**src/rtl/cdsc_pkg.sv**
```systemverilog
// package: constants and types for the charger detection status control block
package cdsc_pkg;
   // ------------------------------------------------------------
   // clock and timing
   // ------------------------------------------------------------
   localparam int unsigned CLK_HZ = 125_000_000;
   localparam int unsigned DEBOUNCE_MS = 130;
   localparam int unsigned DETECT_TIMEOUT_MS = 600;
   localparam int unsigned DBT_MINUTES = 30;
   localparam int unsigned DBT_MAX_MINUTES = 45;
   localparam longint unsigned DEBOUNCE_CYC = longint'(CLK_HZ) / 1000 * DEBOUNCE_MS;
   localparam longint unsigned DETECT_TIMEOUT_CYC = longint'(CLK_HZ) / 1000 * DETECT_TIMEOUT_MS;
   localparam longint unsigned DBT_CYC = longint'(CLK_HZ) * 60 * DBT_MINUTES;
   localparam int CNT_W = 38;

   // ------------------------------------------------------------
   // axi4-lite register map
   // ------------------------------------------------------------
   localparam logic [3:0] ADDR_CTRL = 4'h0;
   localparam logic [3:0] ADDR_STATUS = 4'h4;
   localparam logic [3:0] ADDR_IRQ_STAT = 4'h8;
   localparam logic [3:0] ADDR_IRQ_MASK = 4'hc;
   localparam logic [1:0] RESP_OKAY = 2'h0;
   localparam logic [1:0] RESP_SLVERR = 2'h2;
   // ctrl fields
   localparam int CTRL_BUS_VALID = 0;
   localparam int CTRL_DONE = 1;
   localparam int CTRL_CLASS_LSB = 4;
   // irq bits: detection done, timer expired, bus lost
   localparam int IRQ_W = 3;
   localparam int IRQ_DONE = 0;
   localparam int IRQ_DBT = 1;
   localparam int IRQ_LOST = 2;

   // attached source classes reported by the analog front end
   typedef enum logic [2:0] {
      CDSC_CLS_NONE = 3'h0,
      CDSC_CLS_SDP = 3'h1,
      CDSC_CLS_CDP = 3'h2,
      CDSC_CLS_DCP = 3'h3,
      CDSC_CLS_PROP = 3'h4,
      CDSC_CLS_NONSTD = 3'h5
   } cdsc_class_t;
endpackage : cdsc_pkg

```
**src/rtl/cdsc_top.sv**
```systemverilog
// top: charger detection sequencer, pin outputs and axi4-lite registers
module cdsc_top
   import cdsc_pkg::*;
#(
   parameter longint unsigned DEBOUNCE_CYCLES = cdsc_pkg::DEBOUNCE_CYC,
   parameter longint unsigned TIMEOUT_CYCLES = cdsc_pkg::DETECT_TIMEOUT_CYC,
   parameter longint unsigned DBT_CYCLES = cdsc_pkg::DBT_CYC
) (
   input wire logic ref_clk, // 125 mhz clock
   input wire logic rst, // sync reset, active high
   input wire logic bus_valid_in, // supply valid pin
   input wire logic battery_ok_in, // battery good from host
   input wire logic detect_done_in, // front end finished
   input wire logic [2:0] detect_class_in, // front end class
   output logic switch_state_out, // open-drain level, always 0
   output logic switch_state_oe, // low drive, switches closed
   output logic charge_allowed_n, // open-drain level, always 0
   output logic charge_allowed_oe, // low drive, charging allowed
   output logic charger_found_out, // push-pull, high current
   output logic detect_run_out, // front end enable
   output logic irq, // level interrupt
   input wire logic [3:0] s_axi_awaddr, // write address
   input wire logic s_axi_awvalid, // aw valid
   output logic s_axi_awready, // aw ready
   input wire logic [31:0] s_axi_wdata, // write data
   input wire logic [3:0] s_axi_wstrb, // byte strobes
   input wire logic s_axi_wvalid, // w valid
   output logic s_axi_wready, // w ready
   output logic [1:0] s_axi_bresp, // write resp
   output logic s_axi_bvalid, // b valid
   input wire logic s_axi_bready, // b ready
   input wire logic [3:0] s_axi_araddr, // read address
   input wire logic s_axi_arvalid, // ar valid
   output logic s_axi_arready, // ar ready
   output logic [31:0] s_axi_rdata, // read data
   output logic [1:0] s_axi_rresp, // read resp
   output logic s_axi_rvalid, // r valid
   input wire logic s_axi_rready // r ready
);
   import cdsc_pkg::*;

   // counts of zero, or a dbt count wider than the counter, cannot be served
   if (DEBOUNCE_CYCLES < 1 || TIMEOUT_CYCLES < 1 || DBT_CYCLES < 1 || DBT_CYCLES >= (64'h1 << CNT_W)) begin : g_bad_counts
      $error("cdsc_top: bad cycle counts");
   end

   // ------------------------------------------------------------
   // input synchronisers
   // ------------------------------------------------------------
   logic [5:0] pins_s;
   cdsc_sync #(.W(6)) u_sync (
      .ref_clk(ref_clk),
      .rst(rst),
      .d({detect_class_in, detect_done_in, battery_ok_in, bus_valid_in}),
      .q(pins_s)
   );
   logic vbus, bat_ok, fe_done;
   cdsc_class_t fe_class;
   assign vbus = pins_s[0];
   assign bat_ok = pins_s[1];
   assign fe_done = pins_s[2];
   assign fe_class = cdsc_class_t'(pins_s[5:3]);

   // ------------------------------------------------------------
   // sequencer
   // ------------------------------------------------------------
   typedef enum logic [2:0] {CDSC_IDLE, CDSC_DEBOUNCE, CDSC_DETECT, CDSC_DONE, CDSC_EXPIRED} cdsc_state_t;
   cdsc_state_t state_reg, state_next;
   logic [CNT_W-1:0] cnt_reg, cnt_next;
   cdsc_class_t class_reg, class_next;
   logic bat_prev_reg, bat_prev_next;
   logic sw_oe_reg, sw_oe_next, chg_oe_reg, chg_oe_next, found_reg, found_next, run_reg, run_next;
   logic ev_done, ev_dbt, ev_lost;
   logic std_port;
   assign std_port = (class_reg == CDSC_CLS_SDP) || (class_reg == CDSC_CLS_CDP);

   always_comb begin
      state_next = state_reg;
      cnt_next = cnt_reg;
      class_next = class_reg;
      bat_prev_next = bat_ok;
      sw_oe_next = sw_oe_reg;
      chg_oe_next = chg_oe_reg;
      found_next = found_reg;
      run_next = 1'b0;
      ev_done = 1'b0;
      ev_dbt = 1'b0;
      ev_lost = 1'b0;
      if (!vbus) begin
         // supply gone: back to no-device outputs
         if (state_reg != CDSC_IDLE) begin
            ev_lost = 1'b1;
         end
         state_next = CDSC_IDLE;
         cnt_next = '0;
         sw_oe_next = 1'b0;
         chg_oe_next = 1'b0;
         found_next = 1'b0;
      end else begin
         unique case (state_reg)
            CDSC_IDLE: begin
               state_next = CDSC_DEBOUNCE;
               cnt_next = '0;
            end
            CDSC_DEBOUNCE: begin
               cnt_next = cnt_reg + 1'b1;
               if (cnt_reg + 1'b1 >= CNT_W'(DEBOUNCE_CYCLES)) begin
                  state_next = CDSC_DETECT;
                  cnt_next = '0;
               end
            end
            CDSC_DETECT: begin
               run_next = 1'b1;
               cnt_next = cnt_reg + 1'b1;
               if (fe_done || cnt_reg + 1'b1 >= CNT_W'(TIMEOUT_CYCLES)) begin
                  // outputs are set here at the end of detection; the switch can still close later in done
                  class_next = fe_done ? fe_class : CDSC_CLS_NONSTD;
                  run_next = 1'b0;
                  state_next = CDSC_DONE;
                  cnt_next = '0;
                  ev_done = 1'b1;
                  chg_oe_next = 1'b1;
                  found_next = fe_done && (fe_class == CDSC_CLS_CDP || fe_class == CDSC_CLS_DCP
                     || fe_class == CDSC_CLS_PROP);
                  sw_oe_next = fe_done && bat_ok
                     && (fe_class == CDSC_CLS_SDP || fe_class == CDSC_CLS_CDP);
               end
            end
            CDSC_DONE: begin
               // timer runs only while battery ok is low
               if (bat_ok) begin
                  cnt_next = '0;
                  if (std_port) begin
                     sw_oe_next = 1'b1;
                  end
               end else begin
                  cnt_next = cnt_reg + 1'b1;
                  if (cnt_reg + 1'b1 >= CNT_W'(DBT_CYCLES)) begin
                     state_next = CDSC_EXPIRED;
                     chg_oe_next = 1'b0;
                     found_next = 1'b0;
                     sw_oe_next = 1'b0;
                     ev_dbt = 1'b1;
                  end
               end
            end
            CDSC_EXPIRED: begin
               if (bat_ok && !bat_prev_reg) begin
                  state_next = CDSC_DEBOUNCE;
                  cnt_next = '0;
               end
            end
         endcase
      end
   end

   always_ff @(posedge ref_clk) begin
      if (rst) begin
         state_reg <= CDSC_IDLE;
         cnt_reg <= '0;
         class_reg <= CDSC_CLS_NONE;
         bat_prev_reg <= 1'b0;
         sw_oe_reg <= 1'b0;
         chg_oe_reg <= 1'b0;
         found_reg <= 1'b0;
         run_reg <= 1'b0;
      end else begin
         state_reg <= state_next;
         cnt_reg <= cnt_next;
         class_reg <= class_next;
         bat_prev_reg <= bat_prev_next;
         sw_oe_reg <= sw_oe_next;
         chg_oe_reg <= chg_oe_next;
         found_reg <= found_next;
         run_reg <= run_next;
      end
   end

   assign switch_state_out = 1'b0;
   assign switch_state_oe = sw_oe_reg;
   assign charge_allowed_n = 1'b0;
   assign charge_allowed_oe = chg_oe_reg;
   assign charger_found_out = found_reg;
   assign detect_run_out = run_reg;

   // ------------------------------------------------------------
   // axi4-lite slave and interrupt
   // ------------------------------------------------------------
   logic [IRQ_W-1:0] ist_reg, ist_next, imask_reg, imask_next;
   logic aw_reg, aw_next, w_reg, w_next, bv_reg, bv_next, rv_reg, rv_next, irq_reg, irq_next;
   logic [3:0] awa_reg, awa_next;
   logic [31:0] wd_reg, wd_next, rd_reg, rd_next;
   logic [1:0] br_reg, br_next, rr_reg, rr_next;
   logic [IRQ_W-1:0] ev;
   assign ev = {ev_lost, ev_dbt, ev_done};

   always_comb begin
      aw_next = aw_reg;
      w_next = w_reg;
      awa_next = awa_reg;
      wd_next = wd_reg;
      bv_next = bv_reg;
      br_next = br_reg;
      rv_next = rv_reg;
      rd_next = rd_reg;
      rr_next = rr_reg;
      imask_next = imask_reg;
      ist_next = ist_reg;
      if (s_axi_awvalid && !aw_reg && !bv_reg) begin
         aw_next = 1'b1;
         awa_next = s_axi_awaddr;
      end
      if (s_axi_wvalid && !w_reg && !bv_reg) begin
         w_next = 1'b1;
         wd_next = s_axi_wdata;
      end
      if (aw_reg && w_reg) begin
         aw_next = 1'b0;
         w_next = 1'b0;
         bv_next = 1'b1;
         br_next = RESP_OKAY;
         if (awa_reg == ADDR_IRQ_MASK) begin
            imask_next = wd_reg[IRQ_W-1:0];
         end else if (awa_reg != ADDR_CTRL && awa_reg != ADDR_STATUS && awa_reg != ADDR_IRQ_STAT) begin
            br_next = RESP_SLVERR;
         end
      end
      if (bv_reg && s_axi_bready) begin
         bv_next = 1'b0;
      end
      if (s_axi_arvalid && !rv_reg) begin
         rv_next = 1'b1;
         rr_next = RESP_OKAY;
         rd_next = '0;
         unique case (s_axi_araddr)
            ADDR_CTRL: begin
               rd_next[CTRL_BUS_VALID] = vbus;
               rd_next[CTRL_DONE] = (state_reg == CDSC_DONE);
               rd_next[CTRL_CLASS_LSB +: 3] = class_reg;
            end
            ADDR_STATUS: rd_next[3:0] = {bat_ok, found_reg, chg_oe_reg, sw_oe_reg};
            ADDR_IRQ_STAT: begin
               rd_next[IRQ_W-1:0] = ist_reg;
               ist_next = '0; // read clears
            end
            ADDR_IRQ_MASK: rd_next[IRQ_W-1:0] = imask_reg;
            default: rr_next = RESP_SLVERR;
         endcase
      end
      if (rv_reg && s_axi_rready) begin
         rv_next = 1'b0;
      end
      ist_next = ist_next | ev; // set wins over read clear
      irq_next = |(ist_next & imask_next);
   end

   always_ff @(posedge ref_clk) begin
      if (rst) begin
         aw_reg <= 1'b0;
         w_reg <= 1'b0;
         awa_reg <= '0;
         wd_reg <= '0;
         bv_reg <= 1'b0;
         br_reg <= RESP_OKAY;
         rv_reg <= 1'b0;
         rd_reg <= '0;
         rr_reg <= RESP_OKAY;
         imask_reg <= '0;
         ist_reg <= '0;
         irq_reg <= 1'b0;
      end else begin
         aw_reg <= aw_next;
         w_reg <= w_next;
         awa_reg <= awa_next;
         wd_reg <= wd_next;
         bv_reg <= bv_next;
         br_reg <= br_next;
         rv_reg <= rv_next;
         rd_reg <= rd_next;
         rr_reg <= rr_next;
         imask_reg <= imask_next;
         ist_reg <= ist_next;
         irq_reg <= irq_next;
      end
   end

   assign s_axi_awready = !aw_reg && !bv_reg;
   assign s_axi_wready = !w_reg && !bv_reg;
   assign s_axi_bvalid = bv_reg;
   assign s_axi_bresp = br_reg;
   assign s_axi_arready = !rv_reg;
   assign s_axi_rvalid = rv_reg;
   assign s_axi_rdata = rd_reg;
   assign s_axi_rresp = rr_reg;
   assign irq = irq_reg;

   // ------------------------------------------------------------
   // checks
   // ------------------------------------------------------------
   a_switch_open_idle: assert property (@(posedge ref_clk) disable iff (rst)
      (state_reg == CDSC_IDLE) |-> !switch_state_oe) else $error("switch closed while idle");
   a_found_push_pull: assert property (@(posedge ref_clk) disable iff (rst)
      charger_found_out |-> charge_allowed_oe) else $error("found without charge allowed");
   a_close_needs_bat: assert property (@(posedge ref_clk) disable iff (rst)
      $rose(switch_state_oe) |-> $past(bat_ok) && $past(vbus)) else $error("closed without battery ok");
   a_debounce_len: assert property (@(posedge ref_clk) disable iff (rst)
      $rose(detect_run_out) |-> $past(state_reg, 2) == CDSC_DEBOUNCE && $past(cnt_reg, 2) + 1 >= DEBOUNCE_CYCLES)
      else $error("detection began early");
   a_timeout_class: assert property (@(posedge ref_clk) disable iff (rst)
      (state_reg == CDSC_DETECT && !fe_done && vbus && cnt_reg + 1 >= TIMEOUT_CYCLES)
      |=> class_reg == CDSC_CLS_NONSTD) else $error("timeout not nonstandard");
   a_outputs_at_end: assert property (@(posedge ref_clk) disable iff (rst)
      $rose(charge_allowed_oe) |-> $past(state_reg) == CDSC_DETECT) else $error("output changed mid-sequence");
   a_dbt_expiry: assert property (@(posedge ref_clk) disable iff (rst)
      (state_reg == CDSC_EXPIRED) |-> !charge_allowed_oe) else $error("charging after timer expiry");
   a_dbt_hold_bat: assert property (@(posedge ref_clk) disable iff (rst)
      (state_reg == CDSC_DONE && bat_ok && vbus) |=> cnt_reg == 0) else $error("timer ran with battery ok");
   a_bus_loss_idle: assert property (@(posedge ref_clk) disable iff (rst)
      !vbus |=> !switch_state_oe && !charge_allowed_oe && !charger_found_out) else $error("outputs kept after loss");
   a_sdp_close: assert property (@(posedge ref_clk) disable iff (rst)
      (state_reg == CDSC_DONE && vbus && bat_ok && std_port) |=> switch_state_oe) else $error("sdp not closed");
endmodule : cdsc_top

```
**src/rtl/cdsc_sync.sv**
```systemverilog
// two flip-flop synchroniser for pin inputs
module cdsc_sync #(
   parameter int W = 1
) (
   input wire logic ref_clk, // clock
   input wire logic rst, // sync reset
   input wire logic [W-1:0] d, // async input
   output logic [W-1:0] q // synchronised
);
   logic [W-1:0] s1_reg;
   logic [W-1:0] s2_reg;
   always_ff @(posedge ref_clk) begin
      if (rst) begin
         s1_reg <= '0;
         s2_reg <= '0;
      end else begin
         s1_reg <= d;
         s2_reg <= s1_reg;
      end
   end
   assign q = s2_reg;
endmodule : cdsc_sync

```
**config.mk**
```make
export PLATFORM = sky130hd
export DESIGN_NAME = cdsc_top
export DESIGN_NICKNAME = d
export VERILOG_FILES = /design/src/rtl/cdsc_pkg.sv /design/src/rtl/cdsc_top.sv /design/src/rtl/cdsc_sync.sv
export SDC_FILE = /design/constraint.sdc
export NUM_CORES = 1
export LEC_CHECK = 0
export BUFFER_PORTS_ARGS = -buffer_cell sky130_fd_sc_hd__buf_4
export CORE_AREA = 5 5 120 122
export CTS_BUF_LIST = sky130_fd_sc_hd__clkbuf_4
export DETAILED_ROUTE_END_ITERATION = 6
export DIE_AREA = 0 0 125 127
export REMOVE_ABC_BUFFERS = 1
export SLEW_MARGIN = 30
export SYNTH_ARGS = -nofsm -noshare
export SYNTH_HDL_FRONTEND = slang
export SYNTH_SLANG_ARGS = --single-unit
export TNS_END_PERCENT = 1
```
**constraint.sdc**
```tcl
create_clock -name ref_clk -period 9 [get_ports ref_clk]
set_clock_uncertainty 0.15 [all_clocks]
set_input_delay 0.9 -clock ref_clk [delete_from_list [all_inputs] [get_ports ref_clk]]
set_output_delay 0.9 -clock ref_clk [all_outputs]
set_load 0.02 [all_outputs]
```
# Yosys cells after proc, flatten, opt, wreduce, memory -nomap -nowiden
# Index checks and enable logic that the tools add are counted.
# Widths: inputs -> output; s select.
totals:
  ff_bits: 90
  inputBits: 57
  out_inout_bits: 48
  word_cells: 138
classes:
  addsub: 1
  order_cmp: 3
  n_eq_ne: 23
  muxes: 43
  n_bitwise: 4
  reduce_logical: 42
ops:
  columns: ["cell", "n"]
  rows:
  - ["$pmux 38 s5", 1]
  - ["$mux 38", 4]
  - ["$add 38x1->38 const B", 1]
  - ["$ge 38x24->1 const B", 1]
  - ["$ge 38x27->1 const B", 1]
  - ["$ge 38x38->1 const B", 1]
  - ["$mux 3", 11]
  - ["$mux 1", 18]
  - ["$logic_and 1x1->1", 16]
  - ["$eq 3x2->1 const B", 5]
  - ["$pmux 3 s5", 1]
  - ["$eq 4x4->1 const B", 3]
  - ["$ne 2x2->1 const B", 5]
  - ["$eq 3x1->1 const B", 3]
  - ["$pmux 2 s4", 1]
  - ["$reduce_and 4->1", 2]
  - ["$reduce_or 2->1", 4]
  - ["$eq 3x3->1 const B", 2]
  - ["$mux 2", 3]
  - ["$pmux 1 s2", 3]
  - ["$reduce_or 3->1", 2]
  - ["$logic_not 1->1", 5]
  - ["$logic_or 1x1->1", 5]
  - ["$reduce_and 5->1", 1]
  - ["other kinds (16)", 17]

# Depth between registers and ports, before layout
logic_depth:
  word_depth: 9
  depth_mapped: 14
  ltp_nobuf: 11

# Modules after synthesis
# A second synthesis with hierarchy kept.
hier_totals:
  hier_cells: 715
  area_unflattened_um2: 5445.2
by_module_without_submodules:
  columns: ["module", "n_inst", "cells_each", "area_each_um2", "seq_area_each_um2"]
  rows:
  - ["cdsc_top", 1, 690, 5078.6, 1521.5]
  - ["cdsc_sync", 1, 25, 366.6, 240.2]

# Least setup slack after synthesis
# No wires, ideal clock.
synth_timing:
  path_kind: "register to register"
  from: "register cnt_reg[26]"
  to: "register cnt_reg[24]"
  setup_time_ns: 0.093
  t_arrival_ns: 3.018
  t_required_ns: 8.757
  setup_slack_ns: 5.739
  path_stages_with_launch: 13
  path_buffers: 2
  synth_period_minus_slack_ns: 3.261
  cell_sequence: "dfxtp_1 -> clkbuf_1 -> nand3_1 -> nor4_1 -> xnor2_1 -> nand3_1 -> a22o_1 -> nor4_4 -> nand4_4 -> a21oi_4 -> buf_6 -> nand3_1 -> o311ai_2"
synth_between:
  elab_chain_len: 5
  elab_cells_between_ends: 7
  classes_between: "add/sub (1); order compare (2); mux (3); reduce/logical (1)"
synth_lines:
  columns: ["element", "line", "source"]
  rows:
  - ["start: declaration", "cdsc_top.sv:69", "logic [CNT_W-1:0] cnt_reg, cnt_next;"]
  - ["start signal: assignment", "cdsc_top.sv:169", "cnt_reg <= cnt_next;"]
  - ["$add 38x1->38 (*)", "cdsc_top.sv:107, cdsc_top.sv:115", null]
  - ["$ge 38x27->1", "cdsc_top.sv:115", "if (fe_done || cnt_reg + 1'b1 >= CNT_W'(TIMEOUT_CYCLES)) begin"]
  - ["$logic_or 1x1->1", "cdsc_top.sv:115", null]
  - ["$mux 38", "cdsc_top.sv:115", null]
  - ["$pmux 38 s5 (*)", "cdsc_top.sv:100", "unique case (state_reg)"]
# Every way passes the cells marked *; elsewhere a longest branch is shown, timed or not.
# A chain may end at the register's enable or synchronous reset.

# Worst setup path in the final report
layout_timing:
  from: "register cnt_reg[0]"
  to: "register cnt_reg[5]"
layout_between:
  elab_chain_len: 5
  elab_cells_between_ends: 8
  classes_between: "add/sub (1); order compare (2); mux (4); reduce/logical (1)"
layout_lines:
  columns: ["element", "line"]
  rows:
  - ["$add 38x1->38 (*)", null]
  - ["$ge 38x27->1", "cdsc_top.sv:115"]
  - ["$logic_or 1x1->1", "cdsc_top.sv:115"]
  - ["$mux 38", "cdsc_top.sv:115"]
  - ["$pmux 38 s5 (*)", "cdsc_top.sv:100"]
# Marked as above.

==> reports/metrics.cfg <==
[outcome]
status=completed

[cells_and_area]
fill_cells=1314
mostFrequentLayoutCells=dfxtp_1, nand2_1, nor2_1
regArea_um2=1760
layout-drive-gt1-share_pct=13.3
final_common_cell=dfxtp_1
final_area_um2=6000
largest_reg_flops=38
multi_input_area_um2=3480
final_cells=891
fin_nets=768
syn_to_final_growth_pct=5.50

[setup_path]
end_kind=register
slowest_stage=nor4_1
cpPeakStageDelay_ns=0.82
cp_max_fo=19
path_class=reg2reg
path_buf_inv=2
timing.critical_path.required_ns=9.25
path_delay_family=compound AO/OA/AOI/OAI gates
cp_cell_sequence=ha_1, inv_1, nor4_1, xnor2_1, nor3_1, o2111ai_1, a22o_1, a21oi_4, a21oi_4, buf_16, a21o_1, a22o_1
critical_path.startpoint_type=register
cp.arrival_ns=4.74

[grt]
grt_pass1_wl_mm=24.0
grt_pass1_vias=4616
grt_max_degree=46
grt_antenna_before_repair=1
grt_use_total_pct=18.1
gr-total-overflow=0

[detailed_routing]
drc_errors=0
antenna_left=0
drt_iter0_markers=485
drt-total-wl_mm=14.7
num_vias=5140
wl_per_cell_um=16.5
firstDrtPassIters=4
routed_via_density=5.77

[clock_network]
clk_pin_slew_ns=0.16
cts_resized=0
clock-sinks=88
h-tree-depth=3
cts_buffers=9
cts_root_buf=clkbuf_4
post_cts_buffers=0
cts_tree=done
hold_buffers=0
clkLatencyLatePin_ns=0.49
cts_max_path_buffers=2

[place]
finalWeightedCongestion=0.925
portBuffers=42
place_area_um2=5840
hpwl_mm=10.8
dp.cells=874

[floorplanning]
die_area_um2=15900
initial_core_util_pct=43.5
die_w_um=125
num_rows=42
die_h_um=127
coreArea_um2=13100
ioPinCount=105

[sta]
fin_hold_ws_ns=0.289
finalCritPeriodShare_pct=49.9
tightest_slew_ns=0.902
setup_tns_ns=0
finalCriticalPeriod_ns=4.49
clock.fmax_mhz=223
rsz0062_at_grt=false
setup_violations=0
hold_viol=0
maxSlewViolCount=0
max_slew_margin_pct=39.3

[pwr]
pwr_density_cell_nw_per_um2=117
p_int_mw=0.508
p_clk_share_pct=35.7
p_total_mw=0.705
netSwitchingFraction_pct=28.0
peakVddDrop_mv=0.0808
switchingPower_mw=0.197
pwr-share-seq_pct=57.0
p_comb_share_pct=7.3
power.leakage_nw=2.06

[synthesis]
yosysWarnings=0
syn_avg_cell_area_um2=7.96
yosysTopAreaCell=dfxtp_1
synth_edf_count=0
synth_top_area_share_pct=31.0
syn_area_um2=5690
synth_seq_cells=88
ys_seq_area_share_pct=31.0
synth_area_leaders=dfxtp_1, nand2_1, buf_4
synth_top_flop_cell=dfxtp_1
ys_types=80
syn_inst=715
async_flop_share_pct=0

[job]
drv_cap=0

[hold_path]
hold_path.class=reg2reg

worst paths after layout:
path                                from                      end  slack (ns)  depth (start not counted)
max              cnt_reg[0]$_SDFFE_PP0P_  cnt_reg[5]$_SDFFE_PP0P_        4.51                         12
max reg2reg      cnt_reg[0]$_SDFFE_PP0P_  cnt_reg[5]$_SDFFE_PP0P_        4.51                         12
min reg2reg  u_sync.s1_reg[4]$_SDFF_PP0_   u_sync.q[4]$_SDFF_PP0_        0.29                          1
min          u_sync.s1_reg[4]$_SDFF_PP0_   u_sync.q[4]$_SDFF_PP0_        0.29                          1
area by class of cell:
class / instances / area share [%]
clock buffer: 9 / 1.13
multi-input combinational: 557 / 58.0
sequential: 88 / 29.4
antenna: 1 / 0.0417
clock inverter: 7 / 1.44
timing repair buffer: 43 / 5.71
inverter: 10 / 0.626
tap: 176 / 3.67
per-layer routing:
layer | track usage, % | routed length, µm | up-vias
li1 | - | - | 2545
met1 | 26.1 | 7310 | 2456
met2 | 28.0 | 6560 | 121
met3 | 2.21 | 576 | 18
met4 | 6.44 | 254 | 0
met5 | 0 | 0 | -
Yosys cell counts, drive strengths merged (6+ instances only):
library cell   n
dfxtp         88
nand2         75
nor2          56
buf           53
nand3         38
clkbuf        35
nor3          34
a21oi         29
nand4         29
o21ai         29
xnor2         22
mux2i         19
nor2b         14
or3           13
and3          12
or4           12
nor4          11
a211oi        10
inv           10
o311ai         9
a22oi          8
a31oi          8
o211ai         7
or2            7
and4           6
nand2b         6
xor2           6
kinds of logic (layout without fill, tap and decap cells):
| family | after synthesis | count (layout) | synth area share, % |
|---|---|---|---|
| DFF | 88 | 88 | 31.0 |
| buffers and inverters | 98 | 69 | 9.79 |
| AOI/OAI and AO/OA | 143 | 143 | 18.1 |
| adders and majority gates | 2 | 2 | 0.440 |
| xor gates and xnor gates | 28 | 28 | 4.31 |
| and+or+nand+nor | 332 | 332 | 32.0 |
| other | 1 | 30 | 0.0659 |
| muxes | 23 | 23 | 4.33 |
power by group through the flow:
stage	sequential [mW]	combinational, mW	clock, mW
final	0.402	0.0514	0.251
after global routing	0.403	0.0563	0.276
after CTS	0.402	0.0514	0.263
after detailed placement	0.410	0.0513	0
after global placement	0.410	0.0504	0
after floorplan	0.411	0.0307	0
worst reg2reg max path, stage by stage, from the launching register on:
cell and delay [ns]:
dfxtp_1 0.56, ha_1 0.58, inv_1 0.26, nor4_1 0.82
xnor2_1 0.23, nor3_1 0.25, o2111ai_1 0.18, a22o_1 0.28
a21oi_4 0.31, a21oi_4 0.23, buf_16 0.24, a21o_1 0.17
a22o_1 0.17
metrics by stage:
stage                     setup WS (ns)  utilization, %
final                              4.51            45.9
after global routing               4.15            45.9
after CTS                          4.55            45.8
after detailed placement           4.56            44.7
after global placement             4.42            44.5
after floorplan                    5.37               -
(Power assumes the default switching activity.)
